==> src/adc_seq_pkg.sv <==
package adc_seq_pkg;
  localparam int          CONV_TAD_COUNT   = 11;
  localparam int          POST_WAIT_TAD    = 2;
  localparam logic [3:0]  TRIGGER_MODE     = 4'hB;
  localparam logic [7:0]  RC_HALF_PERIOD   = 8'h64;
  localparam logic [7:0]  INSTR_CYCLE_CLKS = 8'h04;
  localparam logic [2:0]  ACQT_NONE        = 3'h0;
  localparam logic [2:0]  CS_RESET         = 3'h0;
  localparam logic [2:0]  ACQT_RESET       = 3'h0;
  localparam logic [9:0]  RESULT_RESET     = 10'h000;
  localparam int          RESULT_WIDTH     = 10;
  localparam int          CHANNELS         = 16;
  typedef enum logic [4:0] {
    ST_OFF  = 5'h01,
    ST_SAMP = 5'h02,
    ST_ACQ  = 5'h04,
    ST_CONV = 5'h08,
    ST_WAIT = 5'h10
  } seq_state_t;
endpackage

==> src/adc_conversion_sequencer.sv <==
// Contract
// conversion takes exactly eleven bit periods
// clock select picks divider or rc
// software retunes fields for power modes
// software keeps clock source during conversion
// below 1 MHz software picks rc
// sleep conversion needs rc clock selected
// zero acquisition delays one instruction cycle
// software clears idle bit before sleep
// analog pins read zero on port
// selected pin converted regardless of direction
// zero acquisition converts after next instruction
// code 010 samples four periods first
// clearing busy bit aborts conversion immediately
// abort leaves result pair unchanged
// two period wait after end or abort
// after wait resume sampling selected channel
// software never starts in enabling write
// software sets capture mode 1011, enables
// trigger sets busy, starts, clears timer
// disabled converter ignores trigger, timer cleared
// completion loads result, clears busy, flags
// acquisition field decodes to period counts
// reset turns off and aborts
// justify bit right when set, left clear
// start while disabled is ignored
`timescale 1ns/1ps
`default_nettype none
module adc_conversion_sequencer
  import adc_seq_pkg::*;
(
  input  wire logic                ref_clk,
  input  wire logic                nrst,
  input  wire logic                converter_on,
  input  wire logic                go_set,
  input  wire logic                go_clear,
  input  wire logic [2:0]          conv_clock_select,
  input  wire logic [2:0]          acq_time_select,
  input  wire logic                result_justify,
  input  wire logic [3:0]          channel_select,
  input  wire logic [3:0]          capture_mode_field,
  input  wire logic                special_event,
  input  wire logic                result_write,
  input  wire logic [7:0]          result_high_wdata,
  input  wire logic [7:0]          result_low_wdata,
  input  wire logic                flag_clear,
  input  wire logic [CHANNELS-1:0] pin_level,
  input  wire logic [CHANNELS-1:0] analog_select,
  input  wire logic                comp_out,
  output logic                     go_busy,
  output logic                     conversion_done_flag,
  output logic [7:0]               result_high_byte,
  output logic [7:0]               result_low_byte,
  output logic                     sampling,
  output logic                     hold,
  output logic [3:0]               sample_channel,
  output logic [RESULT_WIDTH-1:0]  dac_trial,
  output logic                     timer_reset,
  output logic [CHANNELS-1:0]      port_read
);
  seq_state_t state_q;
  seq_state_t state_d;
  logic [4:0]  tad_cnt_q;
  logic [7:0]  instr_cnt_q;
  logic [1:0]  pin_s1_q;
  logic [1:0]  pin_s2_q;
  logic [CHANNELS-1:0] pins_s1_q;
  logic [CHANNELS-1:0] pins_s2_q;
  logic [RESULT_WIDTH-1:0] result_q;
  logic [RESULT_WIDTH-1:0] trial;
  logic [RESULT_WIDTH-1:0] sar_value;
  logic [4:0]  acq_tads;
  logic        tad_tick;
  logic        trig_fire;
  logic        start_req;
  logic        abort;
  logic        conv_done;
  logic        sar_start;
  logic        sar_step;
  logic        run_clk;
  logic        comp_sync;
  logic [7:0]  res_hi;
  logic [7:0]  res_lo;

  assign acq_tads = (acq_time_select == 3'h7) ? 5'd20 :
                    (acq_time_select == 3'h6) ? 5'd16 :
                    (acq_time_select == 3'h5) ? 5'd12 :
                    (acq_time_select == 3'h4) ? 5'd8  :
                    (acq_time_select == 3'h3) ? 5'd6  :
                    (acq_time_select == 3'h2) ? 5'd4  :
                    (acq_time_select == 3'h1) ? 5'd2  : 5'd0;
  assign trig_fire = special_event && capture_mode_field == TRIGGER_MODE;
  // start only from idle sampling, so a disabled converter never starts
  assign start_req = (go_set || trig_fire) && converter_on && state_q == ST_SAMP;
  assign abort     = (go_clear || !converter_on) && (state_q == ST_ACQ || state_q == ST_CONV);
  assign conv_done = state_q == ST_CONV && tad_tick && tad_cnt_q == 5'(CONV_TAD_COUNT - 1);
  // the divider restarts on every phase change, so each phase gets whole bit periods
  assign run_clk   = state_q != ST_OFF && state_q != ST_SAMP && state_d == state_q;
  assign sar_start = state_d == ST_CONV && state_q != ST_CONV;
  // first tad of the conversion settles, the ten after it decide one bit each
  assign sar_step  = state_q == ST_CONV && tad_tick && tad_cnt_q != 5'd0;
  assign comp_sync = pin_s2_q[1];
  assign res_hi = result_justify ? {6'h00, result_q[9:8]} : result_q[9:2];
  assign res_lo = result_justify ? result_q[7:0] : {result_q[1:0], 6'h00};

  always_comb begin
    state_d = state_q;
    unique case (state_q)
      ST_OFF:  if (converter_on) state_d = ST_SAMP;
      ST_SAMP: if (!converter_on) state_d = ST_OFF;
               else if (start_req) state_d = ST_ACQ;
      ST_ACQ:  if (abort) state_d = ST_WAIT;
               else if (acq_tads == 5'd0 && instr_cnt_q >= INSTR_CYCLE_CLKS) state_d = ST_CONV;
               else if (acq_tads != 5'd0 && tad_tick && tad_cnt_q == acq_tads - 5'd1) state_d = ST_CONV;
      ST_CONV: if (abort || conv_done) state_d = ST_WAIT;
      ST_WAIT: if (tad_tick && tad_cnt_q == 5'(POST_WAIT_TAD - 1)) state_d = converter_on ? ST_SAMP : ST_OFF;
      default: state_d = ST_OFF;
    endcase
  end

  adc_tad_gen u_tad (
    .ref_clk           (ref_clk),
    .nrst              (nrst),
    .run               (run_clk),
    .conv_clock_select (conv_clock_select),
    .tad_tick          (tad_tick)
  );

  adc_sar_core u_sar (
    .ref_clk (ref_clk),
    .nrst    (nrst),
    .start   (sar_start),
    .step    (sar_step),
    .comp_in (comp_sync),
    .trial   (trial),
    .value   (sar_value)
  );

  always_ff @(posedge ref_clk or negedge nrst) begin
    if (!nrst) begin
      state_q <= ST_OFF;
      tad_cnt_q <= 5'd0;
      instr_cnt_q <= 8'h00;
    end else begin
      state_q <= state_d;
      tad_cnt_q <= (state_d != state_q) ? 5'd0 : (tad_tick ? tad_cnt_q + 5'd1 : tad_cnt_q);
      instr_cnt_q <= (state_q == ST_ACQ) ? instr_cnt_q + 8'h01 : 8'h00;
    end
  end

  // comparator output and pins come from the analog side, synchronised first
  always_ff @(posedge ref_clk or negedge nrst) begin
    if (!nrst) begin
      pin_s1_q  <= 2'h0;
      pin_s2_q  <= 2'h0;
      pins_s1_q <= '0;
      pins_s2_q <= '0;
    end else begin
      pin_s1_q  <= {comp_out, 1'b0};
      pin_s2_q  <= pin_s1_q;
      pins_s1_q <= pin_level;
      pins_s2_q <= pins_s1_q;
    end
  end

  always_ff @(posedge ref_clk or negedge nrst) begin
    if (!nrst) begin
      result_q <= RESULT_RESET;
      go_busy  <= 1'b0;
      conversion_done_flag <= 1'b0;
    end else begin
      if (conv_done) result_q <= {sar_value[9:1], sar_value[0] | (comp_sync & ~|sar_value[0])};
      else if (result_write) result_q <= result_justify ? {result_high_wdata[1:0], result_low_wdata}
                                                      : {result_high_wdata, result_low_wdata[7:6]};
      if (start_req) go_busy <= 1'b1;
      else if (conv_done || abort || state_q == ST_OFF) go_busy <= 1'b0;
      if (conv_done) conversion_done_flag <= 1'b1;
      else if (flag_clear) conversion_done_flag <= 1'b0;
    end
  end

  always_ff @(posedge ref_clk or negedge nrst) begin
    if (!nrst) begin
      result_high_byte <= 8'h00;
      result_low_byte  <= 8'h00;
      sampling         <= 1'b0;
      hold             <= 1'b0;
      sample_channel   <= 4'h0;
      dac_trial        <= '0;
      timer_reset      <= 1'b0;
      port_read        <= '0;
    end else begin
      result_high_byte <= res_hi;
      result_low_byte  <= res_lo;
      sampling         <= state_d == ST_SAMP || state_d == ST_ACQ;
      hold             <= state_d == ST_CONV;
      // channel goes out untouched by direction bits; the pad mux converts whatever drives it
      sample_channel   <= channel_select;
      dac_trial        <= trial;
      timer_reset      <= trig_fire;
      port_read        <= pins_s2_q & ~analog_select;
    end
  end
endmodule
`default_nettype wire

==> src/adc_tad_gen.sv <==
`timescale 1ns/1ps
`default_nettype none
module adc_tad_gen
  import adc_seq_pkg::*;
(
  input  wire logic       ref_clk,
  input  wire logic       nrst,
  input  wire logic       run,
  input  wire logic [2:0] conv_clock_select,
  output logic            tad_tick
);
  logic [7:0] cnt_q;
  logic [7:0] limit;
  // x11 picks the free internal rc source, modelled as a slow fixed divider
  // a period of n clocks counts 0 to n-1, so the limit is the divide ratio less one
  assign limit = (conv_clock_select[1:0] == 2'h3) ? (RC_HALF_PERIOD << 1) + 8'h01 :
                 (8'h02 << {conv_clock_select[1:0], conv_clock_select[2]}) - 8'h01;
  always_ff @(posedge ref_clk or negedge nrst) begin
    if (!nrst) begin
      cnt_q    <= 8'h00;
      tad_tick <= 1'b0;
    end else if (!run || cnt_q >= limit) begin
      cnt_q    <= 8'h00;
      tad_tick <= run;
    end else begin
      cnt_q    <= cnt_q + 8'h01;
      tad_tick <= 1'b0;
    end
  end
endmodule
`default_nettype wire

==> src/adc_sar_core.sv <==
`timescale 1ns/1ps
`default_nettype none
module adc_sar_core
  import adc_seq_pkg::*;
(
  input  wire logic                    ref_clk,
  input  wire logic                    nrst,
  input  wire logic                    start,
  input  wire logic                    step,
  input  wire logic                    comp_in,
  output logic [RESULT_WIDTH-1:0]      trial,
  output logic [RESULT_WIDTH-1:0]      value
);
  logic [RESULT_WIDTH-1:0] mask_q;
  logic [RESULT_WIDTH-1:0] acc_q;
  assign trial = acc_q | mask_q;
  assign value = acc_q;
  always_ff @(posedge ref_clk or negedge nrst) begin
    if (!nrst) begin
      mask_q <= '0;
      acc_q  <= '0;
    end else if (start) begin
      mask_q <= {1'b1, {(RESULT_WIDTH-1){1'b0}}};
      acc_q  <= '0;
    end else if (step && mask_q != '0) begin
      if (comp_in) acc_q <= acc_q | mask_q;
      mask_q <= mask_q >> 1;
    end
  end
endmodule
`default_nettype wire

==> config.mk <==
export PLATFORM = sky130hd
export DESIGN_NAME = adc_conversion_sequencer
export DESIGN_NICKNAME = d
export VERILOG_FILES = /design/src/adc_seq_pkg.sv /design/src/adc_conversion_sequencer.sv /design/src/adc_tad_gen.sv /design/src/adc_sar_core.sv
export SDC_FILE = /design/constraint.sdc
export NUM_CORES = 1
export LEC_CHECK = 0
export BUFFER_PORTS_ARGS = -buffer_cell sky130_fd_sc_hd__buf_2
export CORE_MARGIN = 4
export CORE_UTILIZATION = 30
export DETAILED_ROUTE_END_ITERATION = 10
export PLACE_DENSITY = 0.53
export SETUP_SLACK_MARGIN = 0.3
export SLEW_MARGIN = 20
export SYNTH_ARGS = -nofsm -noshare
export SYNTH_HDL_FRONTEND = slang
export SYNTH_SLANG_ARGS = --single-unit
==> constraint.sdc <==
create_clock -name ref_clk -period 3.1 [get_ports ref_clk]
set_input_delay 0.93 -clock ref_clk [delete_from_list [all_inputs] [get_ports ref_clk]]
set_output_delay 0.93 -clock ref_clk [all_outputs]
set_load 0.1 [all_outputs]
[Word-level counts from Yosys, hierarchy flattened]
Cells that the tools add are included.
Operators by class
  $add $sub $neg: 5
  $mul: 0
  divide/modulo/power cells: 0
  $lt $le $gt $ge: 2
  eq/ne operators: 25
  shifts and indexed selects: 1
  mux-type cells: 37
  bitwise operators: 5
  reduce and logical (&&, ||, !) cells: 36
Operators by type and width (count)
  10-bit 2-to-1 mux: 8
  5-bit 2-to-1 mux: 12
  8-bit 2-to-1 mux: 5
  5-bit one-hot mux with 5 select lines: 1
  8-bit by 1-bit adder with 8-bit output (second input constant): 2
  16-bit bitwise AND: 1
  16-bit inverter: 1
  5-bit by 4-bit equality test with 1-bit output (second input constant): 3
  1-bit logical AND: 15
  3-bit equality test (second input constant): 4
  2-bit nonzero test: 6
  5-bit by 1-bit equality test with 1-bit output (second input constant): 2
  5-bit by 2-bit equality test with 1-bit output (second input constant): 2
  5-bit by 3-bit equality test with 1-bit output (second input constant): 2
  5-bit equality test: 2
  10-bit bitwise OR: 1
  10-bit nonzero test: 1
  5-bit nonzero test: 2
  8-bit by 3-bit >= comparator with 1-bit output (second input constant): 1
  8-bit >= comparator: 1
  4-bit 2-to-1 mux: 2
  2-bit by 3-bit << shifter with 8-bit output (first input constant): 1
  8-bit by 1-bit subtractor with 8-bit output (second input constant): 1
  1-bit logical OR: 7
  19 further kinds: 28
Word-level totals
  register bits after elaboration: 142
  bits in latches: 0
  memory bits (writable): 0
  ROM bits: 0
  input bits: 72
  output and inout bits: 51
  word-level logic and storage cells: 133
  memories: 0

[Logic depth before layout (Yosys ltp)]
Gate-level depths: netlist of run 1.
  word-level depth: 20
  gate-level depth with buffers: 11
  depth with buffers taken out: 11

[Modules after synthesis]
Synthesis of run 1 repeated with hierarchy kept, for this count alone.
Unflattened totals
  cells, all modules: 503
  area total of the unflattened synthesis: 5910.7 um^2
Modules (own cells, without submodules)
  adc_conversion_sequencer: instances 1, cells an instance 355, area an instance 4359.2 um^2, sequential area each 2829.0 um^2
  adc_sar_core: instances 1, cells an instance 76, area an instance 877.1 um^2, sequential area each 500.5 um^2
  adc_tad_gen: instances 1, cells an instance 72, area an instance 674.4 um^2, sequential area each 225.2 um^2

[Least setup slack after synthesis of run 1]
Ideal clock, no wire load.
  path kind: in2reg
  start: in conv_clock_select[0]
  end: reg u_tad.cnt_q[2]
  library setup time: 0.105 ns
  arrival time: 2.732 ns
  required time: 2.995 ns
  path slack: 0.263 ns
  cell stages on the path: 11
  buffers on the path: 0
  cell sequence: inv_1 -> or3_1 -> xor2_1 -> nor2_1 -> ha_1 -> o21ai_0 -> o21bai_1 -> a211o_1 -> o2111ai_1 -> and2_1 -> nor4b_1
Between the ends
  cells in the longest elaborated chain, start to end: 6
  elaborated cells between the ends (all ways): 7
  those cells by class: 1 x add/sub; 1 x order compare; 1 x eq/ne; 1 x shift; 2 x mux; 1 x reduce/logical
RTL lines
  start, declared: RTL line adc_conversion_sequencer.sv:37  | input wire logic [2:0] conv_clock_select,
  2-bit by 3-bit << shifter with 8-bit output: RTL line adc_tad_gen.sv:17  | (8'h02 << {conv_clock_select[1:0], conv_clock_select[2]}) - 8'h01;
  8-bit by 1-bit subtractor with 8-bit output: RTL line adc_tad_gen.sv:17
  8-bit 2-to-1 mux (*): RTL line adc_tad_gen.sv:16  | assign limit = (conv_clock_select[1:0] == 2'h3) ? (RC_HALF_PERIOD << 1) + 8'h01 :
  8-bit >= comparator (*): RTL line adc_tad_gen.sv:22  | end else if (!run || cnt_q >= limit) begin
  1-bit logical OR (*): RTL line adc_tad_gen.sv:22
  8-bit 2-to-1 mux (*): RTL line adc_tad_gen.sv:22
  end signal, assigned: RTL line adc_tad_gen.sv:26  | cnt_q <= cnt_q + 8'h01;
  end, declared: RTL line adc_tad_gen.sv:12  | logic [7:0] cnt_q;
Every way passes the cells marked *; elsewhere a longest branch is shown, timed or not.
A chain may end at the register's enable or synchronous reset.

[Final worst setup path of run 1]
  start: in acq_time_select[2]
  end: reg u_tad.cnt_q[4]
Between the ends
  cells in the longest elaborated chain, start to end: 20
  elaborated cells between the ends (all ways): 30
  those cells by class: 1 x add/sub; 9 x eq/ne; 12 x mux; 8 x reduce/logical
RTL lines
  start, declared: RTL line adc_conversion_sequencer.sv:38  | input wire logic [2:0] acq_time_select,
  3-bit by 1-bit equality test with 1-bit output: RTL line adc_conversion_sequencer.sv:91  | (acq_time_select == 3'h1) ? 5'd2 : 5'd0;
  2-bit 2-to-1 mux: RTL line adc_conversion_sequencer.sv:91
  3-bit 2-to-1 mux: RTL line adc_conversion_sequencer.sv:90  | (acq_time_select == 3'h2) ? 5'd4 :
  3-bit 2-to-1 mux: RTL line adc_conversion_sequencer.sv:89  | (acq_time_select == 3'h3) ? 5'd6 :
  4-bit 2-to-1 mux: RTL line adc_conversion_sequencer.sv:88  | (acq_time_select == 3'h4) ? 5'd8 :
  4-bit 2-to-1 mux: RTL line adc_conversion_sequencer.sv:87  | (acq_time_select == 3'h5) ? 5'd12 :
  5-bit 2-to-1 mux: RTL line adc_conversion_sequencer.sv:86  | (acq_time_select == 3'h6) ? 5'd16 :
  5-bit 2-to-1 mux (*): RTL line adc_conversion_sequencer.sv:85  | assign acq_tads = (acq_time_select == 3'h7) ? 5'd20 :
  [... 4 more ...]
  5-bit 2-to-1 mux (*): RTL line adc_conversion_sequencer.sv:113  | else if (acq_tads == 5'd0 && instr_cnt_q >= INSTR_CYCLE_CLKS) state_d = ST_CONV;
  5-bit 2-to-1 mux (*): RTL line adc_conversion_sequencer.sv:112  | ST_ACQ: if (abort) state_d = ST_WAIT;
  5-bit one-hot mux with 5 select lines (*): RTL line adc_conversion_sequencer.sv:108  | unique case (state_q)
  5-bit equality test (*): RTL line adc_conversion_sequencer.sv:98  | assign run_clk = state_q != ST_OFF && state_q != ST_SAMP && state_d == state_q;
  1-bit logical AND (*): RTL line adc_conversion_sequencer.sv:98
  1-bit logical NOT (*): RTL line adc_tad_gen.sv:22
  1-bit logical OR (*): RTL line adc_tad_gen.sv:22
  8-bit 2-to-1 mux (*): RTL line adc_tad_gen.sv:22
Marks and branches as above.

==> key figures, run 1 <==
Die
  • Overall die area: 21800 µm²
  • Die Y: 148 µm
  • I/O pin count: 123
  • Site row count: 50
  • Core ar.: 19000 µm²
  • Die X: 148 µm
  • Starting density of the core: 0.309

Cells and area
  • # nets final: 713
  • Layout cell share with drive strength beyond 1: 0.326
  • Post-route cell area: 7430 µm²
  • Commonest non-fill, non-tap cells in the layout: dfrtp_1, buf_2, nor2_1, nand2_1, o21ai_0
  • Layout Cells excl Fill: 894
  • Layout Utilization: 0.392
  • Commonest non-fill, non-tap cell in the layout: dfrtp_1
  • Antenna Cells: 0
  • Area grow syn2layout: 26.9%
  • Fill cells: 1830

Placement
  • Placed cells: 861
  • Dpl ws: -0.175 ns
  • Post-DP Area: 6810 µm²
  • DP HPWL: 8980 µm
  • Final RePlAce weighted congestion: 0.848
  • Buffers on Ports: 122

Worst setup path
  • Worst Setup SP: acq_time_select[2]
  • FF-to-FF End: u_tad.cnt_q[4]
  • CP Class: in2reg
  • Critical path capture point type: flop
  • RR Startpoint: tad_cnt_q[0]
  • Required time worst endpoint: 3.42 ns
  • Crit path launch type: input port
  • Setup crit end: u_tad.cnt_q[4]
  • Reg2reg setup slack: 0.65 ns
  • Reg2Reg Depth: 8
  • CP Max Fanout: 6
  • Worst EP arrival: 2.96 ns

Global route
  • Global-route usage over all layers: 0.116
  • Largest net degree at the start of global routing: 72
  • Global-route wire length before repair: 20400 µm
  • Total grt overflow: 0
  • Initial antenna violation count: 1
  • Vias in the first global route: 3975

Pwr
  • Net Sw Frac: 0.321
  • Clock share of power: 0.397
  • Sw power: 1.59 mW
  • Overall power: 4.95 mW
  • Peak supply drop: 0.307 mV
  • Power density over cell area: 666 nW/µm²
  • Leakage: 3.44 nW
  • Logic pwr share: 0.192
  • Sequential share of power: 0.411
  • Int Pwr: 3.36 mW

Clock network
  • CTS Hold Bufs: 0
  • CTS Buffer Depth: 2
  • Root buf cell: clkbuf_16
  • H-tree Lvls: 4
  • Post-CTS setup buffer count: 0
  • CTS tree: built
  • Clock Sinks: 142
  • CTS Buf Count: 17
  • Later-pin clock latency in the skew report: 0.42 ns
  • Clock transition at path regs: 0.06 ns

Timing
  • Maximum achievable frequency: 379 MHz
  • Slew Limit Headroom: 0.482
  • RSZ-0062 raised after global routing: false
  • Final setup TNS: 0 ns
  • Max-slew violations: 0
  • Final period util: 0.852
  • Final min period: 2.64 ns
  • Final Skew: 0.00936 ns
  • Tightest Pin Transition: 0.774 ns
  • Hold Slack: 0.341 ns
  • Final hold viol count: 0
  • # setup viols final: 0
  • Final WS setup: 0.460 ns

Detailed routing
  • Vias: 3980
  • # DRC: 0
  • Final ANT Viol Nets: 0
  • First-pass detailed-route iteration total: 4
  • WL final: 12600 µm
  • Wire per inst: 14.1 µm
  • DR iter-0 viols: 186
  • Avg Vias per Cell: 4.45

Synth
  • Share of the yosys chip area belonging to registers: 0.607
  • Syn avg cell area: 12.0 µm²
  • Post-synth EDFFs: 0
  • Yosys cell types: 60
  • Yosys warns: 0
  • Syn nets: 579
  • Asr flop ratio synth: 1.00
  • Synthesis-stage register bit count: 142
  • Mapped Cells: 487
  • Mapped Area: 5860 µm²
  • Primary FF master, synth: dfrtp_1

Run
  • Max_cap viols: 0

Status
  • Status: finished clean

Hold path
  • Hold Crit Class: reg2reg
  • Hold Path Depth: 0
-- registers in the layout (all words and copies together) (netlist names), 10 cells and up --
| register | flops |
|---|---|
| pins_s1_q | 16 |
| pins_s2_q | 16 |
| port_read | 16 |
| dac_trial | 10 |
| result_q | 10 |
| u_sar.mask_q | 10 |
| u_sar.value | 10 |
-- cells in the mapped netlist, types with 5 or more instances --
| library cell | number | share of area |
|---|---|---|
| nand2_1 | 34 | 0.022 |
| mux2i_1 | 21 | 0.036 |
| xnor2_1 | 11 | 0.016 |
| xor2_1 | 11 | 0.016 |
| dfrtp_1 | 141 | 0.60 |
| ha_1 | 20 | 0.043 |
| or2_2 | 13 | 0.014 |
| nand2b_1 | 5 | 0.0053 |
| inv_1 | 13 | 0.0083 |
| nor2b_1 | 23 | 0.025 |
| and3_1 | 6 | 0.0064 |
| nand3_1 | 12 | 0.010 |
| nor3_1 | 8 | 0.0068 |
| a21oi_1 | 14 | 0.012 |
| nor2_1 | 42 | 0.027 |
| clkbuf_1 | 12 | 0.0077 |
| and2_1 | 7 | 0.0075 |
| nor4b_1 | 5 | 0.0075 |
| o21ai_0 | 27 | 0.023 |
-- power by group through the flow --
stage	registers, mW	clock network, mW	logic [mW]
floorplan	2.32	0	0.442
global placement	2.07	0	0.899
detailed placement	2.07	0	0.910
CTS	2.03	2.02	0.913
global route	2.05	2.11	1.02
finish	2.03	1.96	0.948
-- timing repair --
| item | CTS | global route |
|---|---|---|
| hold endpoints to repair | 0 | 0 |
| setup endpoints to repair | 0 | 13 |
| resized for setup | 0 | 4 |
-- how the worst min path moves through the flow --
stage | end | slack [ns] | startpoint
after floorplan | pin_s2_q[1] | 0.33 | pin_s1_q[1]
after global placement | pins_s2_q[4] | 0.33 | pins_s1_q[4]
after detailed placement | pins_s2_q[10] | 0.33 | pins_s1_q[10]
after CTS | pins_s2_q[10] | 0.34 | pins_s1_q[10]
after global routing | pins_s2_q[10] | 0.35 | pins_s1_q[10]
final | pins_s2_q[10] | 0.34 | pins_s1_q[10]
-- critical path: stages --
cell	delay, ns
buf_2	0.13
mux2i_1	0.22
ha_1	0.27
o211ai_1	0.16
a221oi_1	0.07
o211ai_1	0.15
nand3_2	0.16
a2111o_2	0.57
nor4b_2	0.30
-- per-layer routing --
| layer | track usage | wire length [µm] | vias to the layer above | share of wire |
|---|---|---|---|---|
| li1 | - | - | 1934 | - |
| met1 | 0.157 | 5940 | 1903 | 0.47 |
| met2 | 0.177 | 5600 | 124 | 0.44 |
| met3 | 0.0402 | 865 | 17 | 0.069 |
| met4 | 0.0363 | 178 | 2 | 0.014 |
| met5 | 0 | 16 | - | 0.0013 |
-- final cells by class --
class,count,area [µm²],area share
Tap cell,260,325,0.0438
Inverter,13,48.8,0.00657
Timing Repair Buffer,131,697,0.0938
Multi-Input combinational cell,316,2230,0.300
Clock buffer,17,425,0.0572
Sequential cell,142,3550,0.478
Clock inverter,15,151,0.0204
-- kinds of logic after synthesis --
logic type | after synthesis | synth area share
compound gates | 65 | 0.0733
xor+xnor | 23 | 0.0376
fa+ha+maj | 20 | 0.0427
buf+inv | 30 | 0.0233
flops | 142 | 0.607
mux | 25 | 0.0436
simple gates | 182 | 0.173
No activity file was read; power rests on OpenSTA's default activity.
==> run 2: changes to the inputs <==
- CELL_PAD_IN_SITES_DETAIL_PLACEMENT: not set -> 1
- CELL_PAD_IN_SITES_GLOBAL_PLACEMENT: not set -> 2
- PLACE_DENSITY: 0.53 -> 0.73
==> run 2 against run 1 <==
  * Via count rose by 3.5%
  * Routed wire length is 9.9% higher
  * Core utilization increased by 0.073 points
  * Non-clock buffer count is 1 higher
  * Worst hold slack improved by 0.0018 ns
  * Register-to-register slack lost 0.04 ns
  * Combinational power decreased by 2.8%
==> key figures, run 2 (synthesis gave the netlist of run 1 again) <==
Status
  • Status: finished clean

Detailed routing
  • Avg Vias per Cell: 4.61 (+3.5%)
  • First-pass detailed-route iteration total: 4 (unchanged)
  • Final ANT Viol Nets: 0 (unchanged)
  • WL final: 13800 µm (+9.9%)
  • Wire per inst: 15.5 µm (+9.9%)
  • # DRC: 0 (unchanged)
  • DR iter-0 viols: 150 (-19%)
  • Vias: 4118 (+3.5%)

Worst setup path
  • Crit path buffers/inverters: 1 (unchanged)
  • Reg2reg setup slack: 0.61 ns (-0.04 ns)
  • Required time worst endpoint: 3.42 ns (about the same)
  • Worst path most repeated cell: o211ai_1
  • Worst EP arrival: 3.03 ns (+0.07 ns)
  • Crit path launch type: input port
  • Slowest cell delay on critical path: 0.58 ns (about the same)
  • Cell-by-cell trace of the critical path: buf_2 > mux2i_1 > ha_1 > o211ai_1 > a221oi_1 > o211ai_1 > nand3_2 > a2111o_2 > nor4b_1
  • CP Max Fanout: 11 (+5)
  • Critical path capture point type: flop
  • Cell family with most CP delay: compound AO/OA/AOI/OAI gates
  • Highest-delay cell along the critical path: a2111o_2
  • CP Class: in2reg

Clock network
  • CTS tree: built
  • Root buf cell: clkbuf_16
  • CTS Buf Count: 17 (unchanged)
  • CTS Buffer Depth: 2 (unchanged)
  • CTS Hold Bufs: 0 (unchanged)
  • Clock transition at path regs: 0.06 ns (about the same)
  • H-tree Lvls: 4 (unchanged)
  • Clock Sinks: 142 (unchanged)
  • Later-pin clock latency in the skew report: 0.42 ns (about the same)

Die
  • Die Y: 148 µm (unchanged)
  • Overall die area: 21800 µm² (unchanged)
  • I/O pin count: 123 (unchanged)
  • Starting density of the core: 0.309 (unchanged)
  • Core ar.: 19000 µm² (unchanged)
  • Die X: 148 µm (unchanged)
  • Site row count: 50 (unchanged)

Pwr
  • Overall power: 5.01 mW (+1.2%)
  • Peak supply drop: 0.283 mV (-7.8%)
  • Power density over cell area: 672 nW/µm² (+0.97%)
  • Leakage: 3.45 nW (+0.35%)

Timing
  • Final WS setup: 0.389 ns (-0.0704 ns)
  • Tightest Pin Transition: 1.18 ns (+0.411 ns)
  • Maximum achievable frequency: 369 MHz (-2.6%)
  • Final Skew: 0.00951 ns (+0.000144 ns)
  • Slew Limit Headroom: 0.202 (-0.281)
  • Hold Slack: 0.343 ns (+0.00177 ns)
  • Max-slew violations: 0 (unchanged)
  • RSZ-0062 raised after global routing: false
  • Final setup TNS: 0 ns (unchanged)
  • Final hold viol count: 0 (unchanged)
  • # setup viols final: 0 (unchanged)
  • Final min period: 2.71 ns (+0.0704 ns)
  • Final period util: 0.874 (+0.0227)

Global route
  • Vias in the first global route: 4479 (+13%)
  • Global-route usage over all layers: 0.132 (+0.0156)
  • Largest net degree at the start of global routing: 62 (-14%)
  • Total grt overflow: 0 (unchanged)
  • Initial antenna violation count: 1 (unchanged)
  • Global-route wire length before repair: 22700 µm (+11%)

Placement
  • DP HPWL: 10200 µm (+14%)
  • Dpl ws: -0.222 ns (-0.0468 ns)
  • Placed cells: 862 (+0.12%)
  • Buffers on Ports: 122 (unchanged)
  • Final RePlAce weighted congestion: 0.810 (-4.6%)
  • Post-DP Area: 6830 µm² (+0.29%)

Cells and area
  • Post-route cell area: 7450 µm² (+0.19%)
  • Antenna Cells: 0 (unchanged)
  • Biggest regs: pins_s1_q x16, pins_s2_q x16, port_read x16
  • Commonest non-fill, non-tap cell in the layout: dfrtp_1
  • Layout Cells excl Fill: 894 (unchanged)
  • Commonest non-fill, non-tap cells in the layout: dfrtp_1, buf_2, nor2_1, nand2_1, o21ai_0
  • Layout Utilization: 0.393 (+0.000726)
  • Area grow syn2layout: 27.1%
  • Layout cell share with drive strength beyond 1: 0.326 (unchanged)
  • # nets final: 713 (unchanged)

Hold path
  • Hold Crit Class: reg2reg

Run
  • Max_cap viols: 0 (unchanged)
run 2: final timing paths:
kind / from / end / cells past startpoint
setup / recovery: acq_time_select[2] / u_tad.cnt_q[7] / 9
hold / removal: pins_s1_q[2] / pins_s2_q[2] / 0
setup reg to reg: state_q[4] / u_tad.cnt_q[7] / 6
hold reg to reg: pins_s1_q[2] / pins_s2_q[2] / 0
max in group asynchronous: nrst / state_q[0] / 2
min in group asynchronous: nrst / instr_cnt_q[2] / 1
run 2: worst reg2reg max path: stages, from the launching register on:
cell,delay [ns]
dfrtp_1,0.62
or4b_2,0.63
nor4_1,0.18
a211o_2,0.20
xnor2_4,0.16
o41ai_2,0.27
nor4b_1,0.33
run 2: where the power goes:
part / internal, mW / switching (mW) / total (mW)
clock network: 1.21 / 0.835 / 2.05
logic: 0.265 / 0.656 / 0.921
registers: 1.95 / 0.0839 / 2.04
run 2: timing repair:
item / in CTS / in global routing
resized for setup: 1 / 2
pin swaps: 0 / 1
buffers inserted: 0 / 0
endpoints found under the setup margin: 1 / 5
run 2: layout make-up:
cell class / instances / area [µm²]
fill: 2083 / 11500
timing repair buffer: 132 / 717
multi-input combinational: 315 / 2200
inverter: 13 / 48.8
clock buffer: 17 / 425
clock inverter: 15 / 174
sequential: 142 / 3550
tap: 260 / 325
run 2: metal layers:
layer,track usage,vias to the layer above,part of all wire
met3,0.0497,20,0.066
met1,0.158,2038,0.43
li1,-,1936,-
met2,0.216,122,0.49
met4,0.0503,2,0.015
met5,0,-,0.00094
